`config.mk`:
```
export PLATFORM = sky130hd
export DESIGN_NAME = camera_output_line_selector
export DESIGN_NICKNAME = d
export VERILOG_FILES = /design/src/rtl/line_selector_pkg.sv /design/src/rtl/camera_output_line_selector.sv /design/src/rtl/line_debouncer.sv
export VERILOG_INCLUDE_DIRS = /design/src /design/src/rtl
export SDC_FILE = /design/constraint.sdc
export NUM_CORES = 1
export LEC_CHECK = 0
export BUFFER_PORTS_ARGS = -buffer_cell sky130_fd_sc_hd__buf_2
export CAP_MARGIN = 15
export CORE_ASPECT_RATIO = 0.8
export CORE_MARGIN = 1
export CORE_UTILIZATION = 45
export DETAILED_ROUTE_END_ITERATION = 6
export PLACE_DENSITY = 0.71
export SLEW_MARGIN = 20
export SYNTH_ARGS = -nofsm -noshare
export SYNTH_HDL_FRONTEND = slang
export SYNTH_SLANG_ARGS = --single-unit
```
`constraint.sdc`:
```
create_clock -name clk -period 3.8 [get_ports clk]
set_input_delay 0.38 -clock clk [delete_from_list [all_inputs] [get_ports clk]]
set_output_delay 0.38 -clock clk [all_outputs]
set_load 0.005 [all_outputs]
```
`src/rtl/line_selector_params.svh`:
```
// offsets, field positions, reset values and timing counts
`ifndef LINE_SELECTOR_PARAMS_SVH
`define LINE_SELECTOR_PARAMS_SVH

// register byte offsets
`define REG_SEL_OFS     8'h00
`define REG_CTRL_OFS    8'h04
`define REG_DEB_OFS     8'h08
`define REG_STAT_OFS    8'h0c

// select register fields
`define SEL_ISO_LSB     0
`define SEL_BIDIR_LSB   8

// control register fields
`define CTRL_DIR_BIT    0
`define CTRL_USER1_BIT  1
`define CTRL_USER2_BIT  2

// reset values
`define SEL_RST         32'h0000_0000
`define CTRL_RST        32'h0000_0000
`define DEB_RST         16'h00c8

// clock and timing
`define CLK_FREQ_MHZ    200
`define PPS_PERIOD_MS   1000
`define BLINK_HALF_MS   50
`define PPS_HALF_CYCLES ((`PPS_PERIOD_MS * 1000 * `CLK_FREQ_MHZ) / 2)
`define BLINK_CYCLES    (`BLINK_HALF_MS * 1000 * `CLK_FREQ_MHZ)
`define TRIG_DLY_CYCLES 4

`endif

```
`src/rtl/line_selector_pkg.sv`:
```
// types shared by the output line selector
package line_selector_pkg;

   typedef enum logic [3:0] {
      SRC_FRAME_TRIG_WAIT = 4'h0,
      SRC_FRAME_TRIG_INT  = 4'h1,
      SRC_EXPOSURE_ACTIVE = 4'h2,
      SRC_ACQ_TRIG_WAIT   = 4'h3,
      SRC_ACQ_TRIG_INT    = 4'h4,
      SRC_SENSOR_READOUT  = 4'h5,
      SRC_DEB_ISO_IN      = 4'h6,
      SRC_DEB_BIDIR       = 4'h7,
      SRC_USER_OUT1       = 4'h8,
      SRC_USER_OUT2       = 4'h9,
      SRC_TIMER0_ACTIVE   = 4'ha,
      SRC_SW_SIGNAL0      = 4'hb,
      SRC_SW_SIGNAL1      = 4'hc,
      SRC_LOGIC_BLOCK0    = 4'hd,
      SRC_PPS             = 4'he
   } line_src_t;

   typedef enum logic [1:0] {
      RESP_OKAY   = 2'h0,
      RESP_SLVERR = 2'h2
   } axi_resp_t;

endpackage

```
`src/rtl/camera_output_line_selector.sv`:
```
// output line source selector with register slave and lamp drive
//
// How it works
// (RULE1) each output line picks one of fifteen sources
// (RULE2) both lines select frame-trigger-wait after reset
// (RULE3) frame-trigger-wait low from exposure to image out
// (RULE4) frame-trigger-internal is the trigger, delayed
// (RULE5) exposure-active high while the sensor exposes
// (RULE6) acquisition-wait low during transfer to host
// (RULE7) acquisition-trigger-internal marks transfer start
// (RULE8) sensor-readout source follows frame valid
// (RULE9) debounced input lines are selectable sources
// (RULE10) two software-set static user output levels
// (RULE11) timer-0 active offered as a source
// (RULE12) software signals and logic block selectable
// (RULE13) pulse-per-second: 1 s square wave, half duty
// (RULE14) green lamp gigabit, yellow blinks on traffic
// (RULE15) open-collector line drives only as output
// (RULE16) line outputs registered after the source mux
// (RULE17) pulses shorter than debounce time are dropped
//
// Register access over AXI4-Lite and the register addresses are this design's own decisions.
`timescale 1ns/100ps
`default_nettype none
`include "line_selector_params.svh"

module camera_output_line_selector #(
   parameter int unsigned ADDR_W    = 8,
   parameter int unsigned DEB_W     = 16,
   parameter int unsigned TRIG_DLY  = `TRIG_DLY_CYCLES,
   parameter int unsigned PPS_HALF  = `PPS_HALF_CYCLES,
   parameter int unsigned BLINK_CYC = `BLINK_CYCLES
) (
   // clock and reset
   input  wire logic              clk,
   input  wire logic              nrst,
   // axi4-lite write address
   input  wire logic [ADDR_W-1:0] s_axi_awaddr,
   input  wire logic              s_axi_awvalid,
   output logic                   s_axi_awready,
   // axi4-lite write data
   input  wire logic [31:0]       s_axi_wdata,
   input  wire logic [3:0]        s_axi_wstrb,
   input  wire logic              s_axi_wvalid,
   output logic                   s_axi_wready,
   // axi4-lite write response
   output logic [1:0]             s_axi_bresp,
   output logic                   s_axi_bvalid,
   input  wire logic              s_axi_bready,
   // axi4-lite read address
   input  wire logic [ADDR_W-1:0] s_axi_araddr,
   input  wire logic              s_axi_arvalid,
   output logic                   s_axi_arready,
   // axi4-lite read data
   output logic [31:0]            s_axi_rdata,
   output logic [1:0]             s_axi_rresp,
   output logic                   s_axi_rvalid,
   input  wire logic              s_axi_rready,
   // internal camera sources
   input  wire logic              trigger_in,
   input  wire logic              exposure_active,
   input  wire logic              frame_valid,
   input  wire logic              transfer_busy,
   input  wire logic              transfer_start,
   input  wire logic              timer0_active,
   input  wire logic              sw_signal0,
   input  wire logic              sw_signal1,
   input  wire logic              logic_block0,
   // network status
   input  wire logic              link_gigabit,
   input  wire logic              link_activity,
   // pins
   input  wire logic              isolated_input_line,
   output logic                   isolated_output_line,
   input  wire logic              bidir_line_i,
   output logic                   bidir_line_o,
   output logic                   bidir_line_oe_n,
   output logic                   led_green,
   output logic                   led_yellow
);

   // ------------------------------------------------------------
   // register slave
   // ------------------------------------------------------------
   logic [ADDR_W-1:0] awaddr_q;
   logic [31:0]       wdata_q;
   logic [3:0]        wstrb_q;
   logic              aw_full_q;
   logic              w_full_q;
   logic              awready_q;
   logic              wready_q;
   logic              bvalid_q;
   logic [1:0]        bresp_q;
   logic              arready_q;
   logic              rvalid_q;
   logic [1:0]        rresp_q;
   logic [31:0]       rdata_q;
   logic [31:0]       sel_q;
   logic [31:0]       ctrl_q;
   logic [DEB_W-1:0]  deb_q;
   logic [31:0]       wmask;
   logic [31:0]       stat;
   logic              aw_hs;
   logic              w_hs;
   logic              b_hs;
   logic              ar_hs;
   logic              r_hs;
   logic              do_write;
   logic              wr_sel;
   logic              wr_ctrl;
   logic              wr_deb;
   logic              wr_ok;

   assign aw_hs    = s_axi_awvalid & awready_q;
   assign w_hs     = s_axi_wvalid & wready_q;
   assign b_hs     = bvalid_q & s_axi_bready;
   assign ar_hs    = s_axi_arvalid & arready_q;
   assign r_hs     = rvalid_q & s_axi_rready;
   assign do_write = aw_full_q & w_full_q & ~bvalid_q;
   assign wmask    = {{8{wstrb_q[3]}}, {8{wstrb_q[2]}},
                      {8{wstrb_q[1]}}, {8{wstrb_q[0]}}};
   assign wr_sel   = do_write && awaddr_q == `REG_SEL_OFS;
   assign wr_ctrl  = do_write && awaddr_q == `REG_CTRL_OFS;
   assign wr_deb   = do_write && awaddr_q == `REG_DEB_OFS;
   assign wr_ok    = wr_sel | wr_ctrl | wr_deb
                     | (awaddr_q == `REG_STAT_OFS);

   // address and data are taken in either order; both stay
   // refused until the response has been accepted
   always_ff @(posedge clk or negedge nrst) begin
      if (!nrst) begin
         awready_q <= 1'b1;
      end else if (aw_hs) begin
         awready_q <= 1'b0;
      end else if (b_hs) begin
         awready_q <= 1'b1;
      end
   end

   always_ff @(posedge clk or negedge nrst) begin
      if (!nrst) begin
         wready_q <= 1'b1;
      end else if (w_hs) begin
         wready_q <= 1'b0;
      end else if (b_hs) begin
         wready_q <= 1'b1;
      end
   end

   always_ff @(posedge clk or negedge nrst) begin
      if (!nrst) begin
         aw_full_q <= 1'b0;
         awaddr_q  <= '0;
      end else if (aw_hs) begin
         aw_full_q <= 1'b1;
         awaddr_q  <= s_axi_awaddr;
      end else if (do_write) begin
         aw_full_q <= 1'b0;
      end
   end

   always_ff @(posedge clk or negedge nrst) begin
      if (!nrst) begin
         w_full_q <= 1'b0;
         wdata_q  <= '0;
         wstrb_q  <= '0;
      end else if (w_hs) begin
         w_full_q <= 1'b1;
         wdata_q  <= s_axi_wdata;
         wstrb_q  <= s_axi_wstrb;
      end else if (do_write) begin
         w_full_q <= 1'b0;
      end
   end

   always_ff @(posedge clk or negedge nrst) begin
      if (!nrst) begin
         bvalid_q <= 1'b0;
         bresp_q  <= line_selector_pkg::RESP_OKAY;
      end else if (do_write) begin
         bvalid_q <= 1'b1;
         bresp_q  <= wr_ok ? line_selector_pkg::RESP_OKAY
                           : line_selector_pkg::RESP_SLVERR;
      end else if (b_hs) begin
         bvalid_q <= 1'b0;
      end
   end

   // writable registers, byte lanes honoured
   always_ff @(posedge clk or negedge nrst) begin
      if (!nrst) begin
         sel_q <= `SEL_RST; // [RULE2]
      end else if (wr_sel) begin
         sel_q <= (sel_q & ~wmask) | (wdata_q & wmask); // [RULE1]
      end
   end

   always_ff @(posedge clk or negedge nrst) begin
      if (!nrst) begin
         ctrl_q <= `CTRL_RST;
      end else if (wr_ctrl) begin
         ctrl_q <= (ctrl_q & ~wmask) | (wdata_q & wmask); // [RULE10]
      end
   end

   always_ff @(posedge clk or negedge nrst) begin
      if (!nrst) begin
         deb_q <= DEB_W'(`DEB_RST);
      end else if (wr_deb) begin
         deb_q <= (deb_q & ~wmask[DEB_W-1:0])
                  | (wdata_q[DEB_W-1:0] & wmask[DEB_W-1:0]);
      end
   end

   // read channel: one cycle after the address is taken
   always_ff @(posedge clk or negedge nrst) begin
      if (!nrst) begin
         arready_q <= 1'b1;
      end else if (ar_hs) begin
         arready_q <= 1'b0;
      end else if (r_hs) begin
         arready_q <= 1'b1;
      end
   end

   always_ff @(posedge clk or negedge nrst) begin
      if (!nrst) begin
         rvalid_q <= 1'b0;
         rresp_q  <= line_selector_pkg::RESP_OKAY;
         rdata_q  <= '0;
      end else if (ar_hs) begin
         rvalid_q <= 1'b1;
         rresp_q  <= line_selector_pkg::RESP_OKAY;
         unique case (s_axi_araddr)
            `REG_SEL_OFS:  rdata_q <= sel_q & 32'h0000_0f0f;
            `REG_CTRL_OFS: rdata_q <= ctrl_q & 32'h0000_0007;
            `REG_DEB_OFS:  rdata_q <= 32'(deb_q);
            `REG_STAT_OFS: rdata_q <= stat;
            default: begin
               rdata_q <= '0;
               rresp_q <= line_selector_pkg::RESP_SLVERR;
            end
         endcase
      end else if (r_hs) begin
         rvalid_q <= 1'b0;
      end
   end

   // ------------------------------------------------------------
   // pin synchronisers and debounce
   // ------------------------------------------------------------
   logic [1:0] iso_sync_q;
   logic [1:0] bidir_sync_q;
   logic       deb_iso;
   logic       deb_bidir;

   always_ff @(posedge clk or negedge nrst) begin
      if (!nrst) begin
         iso_sync_q   <= '0;
         bidir_sync_q <= '0;
      end else begin
         iso_sync_q   <= {iso_sync_q[0], isolated_input_line};
         bidir_sync_q <= {bidir_sync_q[0], bidir_line_i};
      end
   end

   line_debouncer #(.CNT_W(DEB_W)) u_deb_iso (
      .clk        (clk),
      .nrst       (nrst),
      .level_in   (iso_sync_q[1]),
      .deb_cycles (deb_q),
      .level_out  (deb_iso)
   ); // [RULE9]

   line_debouncer #(.CNT_W(DEB_W)) u_deb_bidir (
      .clk        (clk),
      .nrst       (nrst),
      .level_in   (bidir_sync_q[1]),
      .deb_cycles (deb_q),
      .level_out  (deb_bidir)
   ); // [RULE9]

   // ------------------------------------------------------------
   // derived sources
   // ------------------------------------------------------------
   logic                exp_d_q;
   logic                fv_d_q;
   logic                frame_busy_q;
   logic [TRIG_DLY-1:0] trig_dly_q;

   always_ff @(posedge clk or negedge nrst) begin
      if (!nrst) begin
         exp_d_q <= 1'b0;
         fv_d_q  <= 1'b0;
      end else begin
         exp_d_q <= exposure_active;
         fv_d_q  <= frame_valid;
      end
   end

   // busy from exposure start until the frame has been read out;
   // a new exposure edge wins over the end of the previous frame
   always_ff @(posedge clk or negedge nrst) begin
      if (!nrst) begin
         frame_busy_q <= 1'b0;
      end else if (exposure_active && !exp_d_q) begin
         frame_busy_q <= 1'b1; // [RULE3]
      end else if (fv_d_q && !frame_valid) begin
         frame_busy_q <= 1'b0; // [RULE3]
      end
   end

   // fixed processing delay; length is a parameter
   always_ff @(posedge clk or negedge nrst) begin
      if (!nrst) begin
         trig_dly_q <= '0;
      end else if (TRIG_DLY > 1) begin
         trig_dly_q <= {trig_dly_q[TRIG_DLY-2:0], trigger_in}; // [RULE4]
      end else begin
         trig_dly_q <= {TRIG_DLY{trigger_in}}; // [RULE4]
      end
   end

   // ------------------------------------------------------------
   // pulse per second and lamp blink
   // ------------------------------------------------------------
   logic [31:0] pps_cnt_q;
   logic        pps_q;
   logic [31:0] blink_cnt_q;
   logic        blink_q;

   always_ff @(posedge clk or negedge nrst) begin
      if (!nrst) begin
         pps_cnt_q <= '0;
         pps_q     <= 1'b0;
      end else if (pps_cnt_q == PPS_HALF - 1) begin
         pps_cnt_q <= '0;
         pps_q     <= ~pps_q; // [RULE13]
      end else begin
         pps_cnt_q <= pps_cnt_q + 32'h1;
      end
   end

   always_ff @(posedge clk or negedge nrst) begin
      if (!nrst) begin
         blink_cnt_q <= '0;
         blink_q     <= 1'b0;
      end else if (blink_cnt_q == BLINK_CYC - 1) begin
         blink_cnt_q <= '0;
         blink_q     <= ~blink_q;
      end else begin
         blink_cnt_q <= blink_cnt_q + 32'h1;
      end
   end

   // ------------------------------------------------------------
   // source mux and registered outputs
   // ------------------------------------------------------------
   logic [14:0] srcs;
   logic [3:0]  iso_sel;
   logic [3:0]  bidir_sel;
   logic        iso_q;
   logic        bidir_q;
   logic        oe_n_q;
   logic        green_q;
   logic        yellow_q;

   assign srcs[line_selector_pkg::SRC_FRAME_TRIG_WAIT] = ~frame_busy_q;
   assign srcs[line_selector_pkg::SRC_FRAME_TRIG_INT]  =
          trig_dly_q[TRIG_DLY-1];
   assign srcs[line_selector_pkg::SRC_EXPOSURE_ACTIVE] =
          exposure_active; // [RULE5]
   assign srcs[line_selector_pkg::SRC_ACQ_TRIG_WAIT]   =
          ~transfer_busy; // [RULE6]
   assign srcs[line_selector_pkg::SRC_ACQ_TRIG_INT]    =
          transfer_start; // [RULE7]
   assign srcs[line_selector_pkg::SRC_SENSOR_READOUT]  =
          frame_valid; // [RULE8]
   assign srcs[line_selector_pkg::SRC_DEB_ISO_IN]      = deb_iso;
   assign srcs[line_selector_pkg::SRC_DEB_BIDIR]       = deb_bidir;
   assign srcs[line_selector_pkg::SRC_USER_OUT1]       =
          ctrl_q[`CTRL_USER1_BIT]; // [RULE10]
   assign srcs[line_selector_pkg::SRC_USER_OUT2]       =
          ctrl_q[`CTRL_USER2_BIT]; // [RULE10]
   assign srcs[line_selector_pkg::SRC_TIMER0_ACTIVE]   =
          timer0_active; // [RULE11]
   assign srcs[line_selector_pkg::SRC_SW_SIGNAL0]      =
          sw_signal0; // [RULE12]
   assign srcs[line_selector_pkg::SRC_SW_SIGNAL1]      =
          sw_signal1; // [RULE12]
   assign srcs[line_selector_pkg::SRC_LOGIC_BLOCK0]    =
          logic_block0; // [RULE12]
   assign srcs[line_selector_pkg::SRC_PPS]             = pps_q;

   assign iso_sel   = sel_q[`SEL_ISO_LSB +: 4];
   assign bidir_sel = sel_q[`SEL_BIDIR_LSB +: 4];

   // code 15 is not a source; it parks the line low.
   // registering after the mux keeps a select change glitch free
   always_ff @(posedge clk or negedge nrst) begin
      if (!nrst) begin
         iso_q   <= 1'b0;
         bidir_q <= 1'b0;
      end else begin
         iso_q   <= (iso_sel != 4'hf) && srcs[iso_sel]; // [RULE1] [RULE16]
         bidir_q <= (bidir_sel != 4'hf) && srcs[bidir_sel]; // [RULE16]
      end
   end

   // line stays released while configured as input
   always_ff @(posedge clk or negedge nrst) begin
      if (!nrst) begin
         oe_n_q <= 1'b1;
      end else begin
         oe_n_q <= ~ctrl_q[`CTRL_DIR_BIT]; // [RULE15]
      end
   end

   always_ff @(posedge clk or negedge nrst) begin
      if (!nrst) begin
         green_q  <= 1'b0;
         yellow_q <= 1'b0;
      end else begin
         green_q  <= link_gigabit; // [RULE14]
         yellow_q <= link_activity & blink_q; // [RULE14]
      end
   end

   assign stat = {26'h0, link_gigabit, pps_q, deb_bidir, deb_iso,
                  bidir_q, iso_q};

   assign s_axi_awready        = awready_q;
   assign s_axi_wready         = wready_q;
   assign s_axi_bvalid         = bvalid_q;
   assign s_axi_bresp          = bresp_q;
   assign s_axi_arready        = arready_q;
   assign s_axi_rvalid         = rvalid_q;
   assign s_axi_rresp          = rresp_q;
   assign s_axi_rdata          = rdata_q;
   assign isolated_output_line = iso_q;
   assign bidir_line_o         = bidir_q;
   assign bidir_line_oe_n      = oe_n_q;
   assign led_green            = green_q;
   assign led_yellow           = yellow_q;

endmodule
`default_nettype wire

```
`src/rtl/line_debouncer.sv`:
```
// glitch filter for one synchronised input line
`timescale 1ns/100ps
`default_nettype none
`include "line_selector_params.svh"

module line_debouncer #(
   parameter int unsigned CNT_W = 16
) (
   // clock and reset
   input  wire logic             clk,
   input  wire logic             nrst,
   // line
   input  wire logic             level_in,
   input  wire logic [CNT_W-1:0] deb_cycles,
   output logic                  level_out
);

   logic [CNT_W-1:0] cnt_q;
   logic             out_q;

   // a level must hold for deb_cycles before it is passed on, so a
   // pulse shorter than that never reaches the output
   always_ff @(posedge clk or negedge nrst) begin
      if (!nrst) begin
         cnt_q <= '0;
      end else if (level_in == out_q) begin
         cnt_q <= '0;
      end else if (cnt_q < deb_cycles) begin
         cnt_q <= cnt_q + {{(CNT_W-1){1'b0}}, 1'b1}; // [RULE17]
      end
   end

   always_ff @(posedge clk or negedge nrst) begin
      if (!nrst) begin
         out_q <= 1'b0;
      end else if (level_in != out_q && cnt_q >= deb_cycles) begin
         out_q <= level_in; // [RULE17]
      end
   end

   assign level_out = out_q;

endmodule
`default_nettype wire

```
==> impl_metrics.tcl <==
set metrics [dict create \
    power.density_mw_per_mm2 445 \
    yosys_register_bits 194 \
    vias 6561 \
    grt.met2_usage 0.267 \
    fin_nets 1051 \
    postCtsHoldBufs 1 \
    busiest_layer "met1" \
    synth_edf_count 0 \
    crit_fanout 11 \
    grt_pass1_vias 6211 \
    criticalPathCategory "reg -> reg" \
    worst_pin_slew_ps 981 \
    power_frac_comb 0.113 \
    synth.distinct_cells 57 \
    drc 0 \
    synthCells 856 \
    area_delta_synth_final_pct 13.4 \
    yosys_warnings 0 \
    slew_headroom 0.345 \
    syn_area_sq_mm 0.00948 \
    max-cap-violations 0 \
    fill_cells 1787 \
    synth_top_area_frac 0.494 \
    post-cts-setup-buffers 0 \
    clk_pin_slew_ps 70 \
    p_switching_mw 1.21 \
    cts_resized 0 \
    final_cells 1225 \
    arrival_ps 2940 \
    via_per_inst 5.36 \
    fin_crit_ps 2580 \
    yosysSeqAreaShare 0.513 \
    cp.required_ps 4160 \
    dieArea_sq_mm 0.0217 \
    cts_max_level 4 \
    insertion_delay_ps 430 \
    coreArea_sq_mm 0.0206 \
    peakVddDrop_v 0.000259 \
    synthTopCellsByArea "dfrtp_1, mux2_2, ha_1, xnor2_1, xor2_1" \
    post_drt_wl_per_cell_um 15.6 \
    async_flop_share 1.00 \
    root_buffer "clkbuf_16" \
    end_kind "flip-flop" \
    p_int_mw 3.57 \
    drv_slew 0 \
    gp_congestion 0.842 \
    placementRows 47 \
    grt_pass1_wl_mm 31.5 \
    routed_wl_mm 19.1 \
    cts_sinks 194 \
    synth-main-ff-cell "dfrtp_1" \
    drive_gt1_frac 0.212 \
    start_kind "flip-flop" \
    placed_cells 1192 \
    antenna_found_initial 0 \
    multi_input_area_sq_mm 0.00436 \
    min_path_type "in -> reg" \
    cts_tree "built" \
    regArea_sq_mm 0.00486 \
    grt.overflow.total 0 \
    synth_area_leader_cell "dfrtp_1" \
    max_freq_mhz 388 \
    num_io_pins 118 \
    track_usage 0.185 \
    num_antenna_cells 0 \
    finalSetupViolCount 0 \
    ant_nets 0 \
    cts_buffers 17 \
    avgSynthCellArea_sq_um 11.1 \
    dpl_cell_area_sq_mm 0.0101 \
    p_seq_frac 0.502 \
    leakage_nw 5.01 \
    switching_share 0.253 \
    drt_first_pass_iters 7 \
    setup_tns_ps 0 \
    drt_iter0_markers 482 \
    cts_max_path_buffers 2 \
    portBuffers 81 \
    rsz0062_at_grt "no" \
    initial_core_util 0.459 \
    period_share 0.679 \
    grt_max_degree 82 \
    clkPwrFrac 0.385 \
    hpwl_mm 13.7 \
    fin_total_pwr_mw 4.78 \
    status "finished clean" \
    die_w_um 164 \
    final_area_sq_mm 0.0108 \
    use_met1 0.278 \
    die_h_um 132 \
    fin_skew_ps 10.5 \
    hold_viol 0 \
    use_met3 0.0374 \
]
-- kinds of logic after synthesis --
group | share of synthesized area
buffers and inverters | 0.0360
adders and majority gates | 0.0475
other | 0.000396
DFF | 0.513
xor gates and xnor gates | 0.0665
muxes | 0.0965
and+or+nand+nor | 0.173
AOI/OAI and AO/OA | 0.0668
-- per-layer routing --
metal	share of wire	routed length [um]
met5	0	0
met4	0.015	295
met3	0.051	966
met2	0.44	8500
met1	0.49	9350
-- power groups by stage --
stage | sequential [mW] | combinational (mW) | clock [mW]
detailed placement | 2.44 | 0.543 | 0
finish | 2.40 | 0.543 | 1.84
floorplan | 2.39 | 0.402 | 0
global route | 2.43 | 0.601 | 1.97
global placement | 2.43 | 0.525 | 0
CTS | 2.40 | 0.549 | 1.87
-- worst max-delay path: stages (launching register included) --
cell and delay, ps:
dfstp_2 580, inv_1 90, ha_1 320, a21oi_1 130
o21ai_0 100, a22oi_1 250, nand4_1 410, or3_1 480
a21oi_1 140
-- worst paths after layout --
check	start	endpoint	slack [ps]	depth (start not counted)
worst max-delay path	flip-flop	u_deb_iso.cnt_q[15]	1220	8
worst min-delay path	isolated_input_line	iso_sync_q[0]	60	1
worst max register to register	flip-flop	u_deb_iso.cnt_q[15]	1220	8
worst min register to register	bidir_sync_q[0]	bidir_sync_q[1]	350	0
max in group asynchronous	nrst	bidir_line_oe_n	2380	3
min in group asynchronous	nrst	wdata_q[14]	500	2
-- cells in the final DEF (no fill, tap or decap), types with 5 or more instances in the layout --
master     instances
a21oi_1           34
a22o_1            11
and2_1             5
and3_1            16
and4_1            10
buf_2             80
clkbuf_16         17
clkbuf_8           5
conb_1            18
dfrtp_1          187
dfstp_2            7
ha_1              36
inv_1             35
mux2_2            46
mux2i_1           16
mux4_2            10
nand2_1           77
nand2b_1           5
nand3_1           43
nand4_1           18
nor2_1            65
nor3_1             6
nor4_1             9
o21ai_0           45
or3_1             16
xnor2_1           35
xor2_1            35
-- metrics by stage --
step | hold WS, ps | setup WS [ps] | util
3_5_place_dp | 335 | 1250 | 0.491
6_report | 58.5 | 1220 | 0.521
2_1_floorplan | 84.4 | 1670 | -
4_1_cts | 55.0 | 1220 | 0.521
5_1_grt | 43.2 | 1010 | 0.521
3_3_place_gp | 333 | 1280 | 0.490
-- cell type report --
| cell class | count | area share |
|---|---|---|
| multi-input combinational | 610 | 0.405 |
| tap | 269 | 0.0313 |
| inverter | 35 | 0.0122 |
| clock inverter | 10 | 0.0114 |
| timing repair buffer | 85 | 0.0427 |
| clock buffer | 22 | 0.0450 |
| sequential | 194 | 0.452 |
-- synthesized netlist by cell type, drive strengths merged (20+ instances only) --
library cell and number:
a21oi 34, xor2 35, buf 24, nand3 47, xnor2 37, mux2 47
nand4 20, nand2 79, nor2 69, inv 35, o21ai 47, dfrtp 187
ha 36
Note: power is estimated with default switching activity, not from simulation.
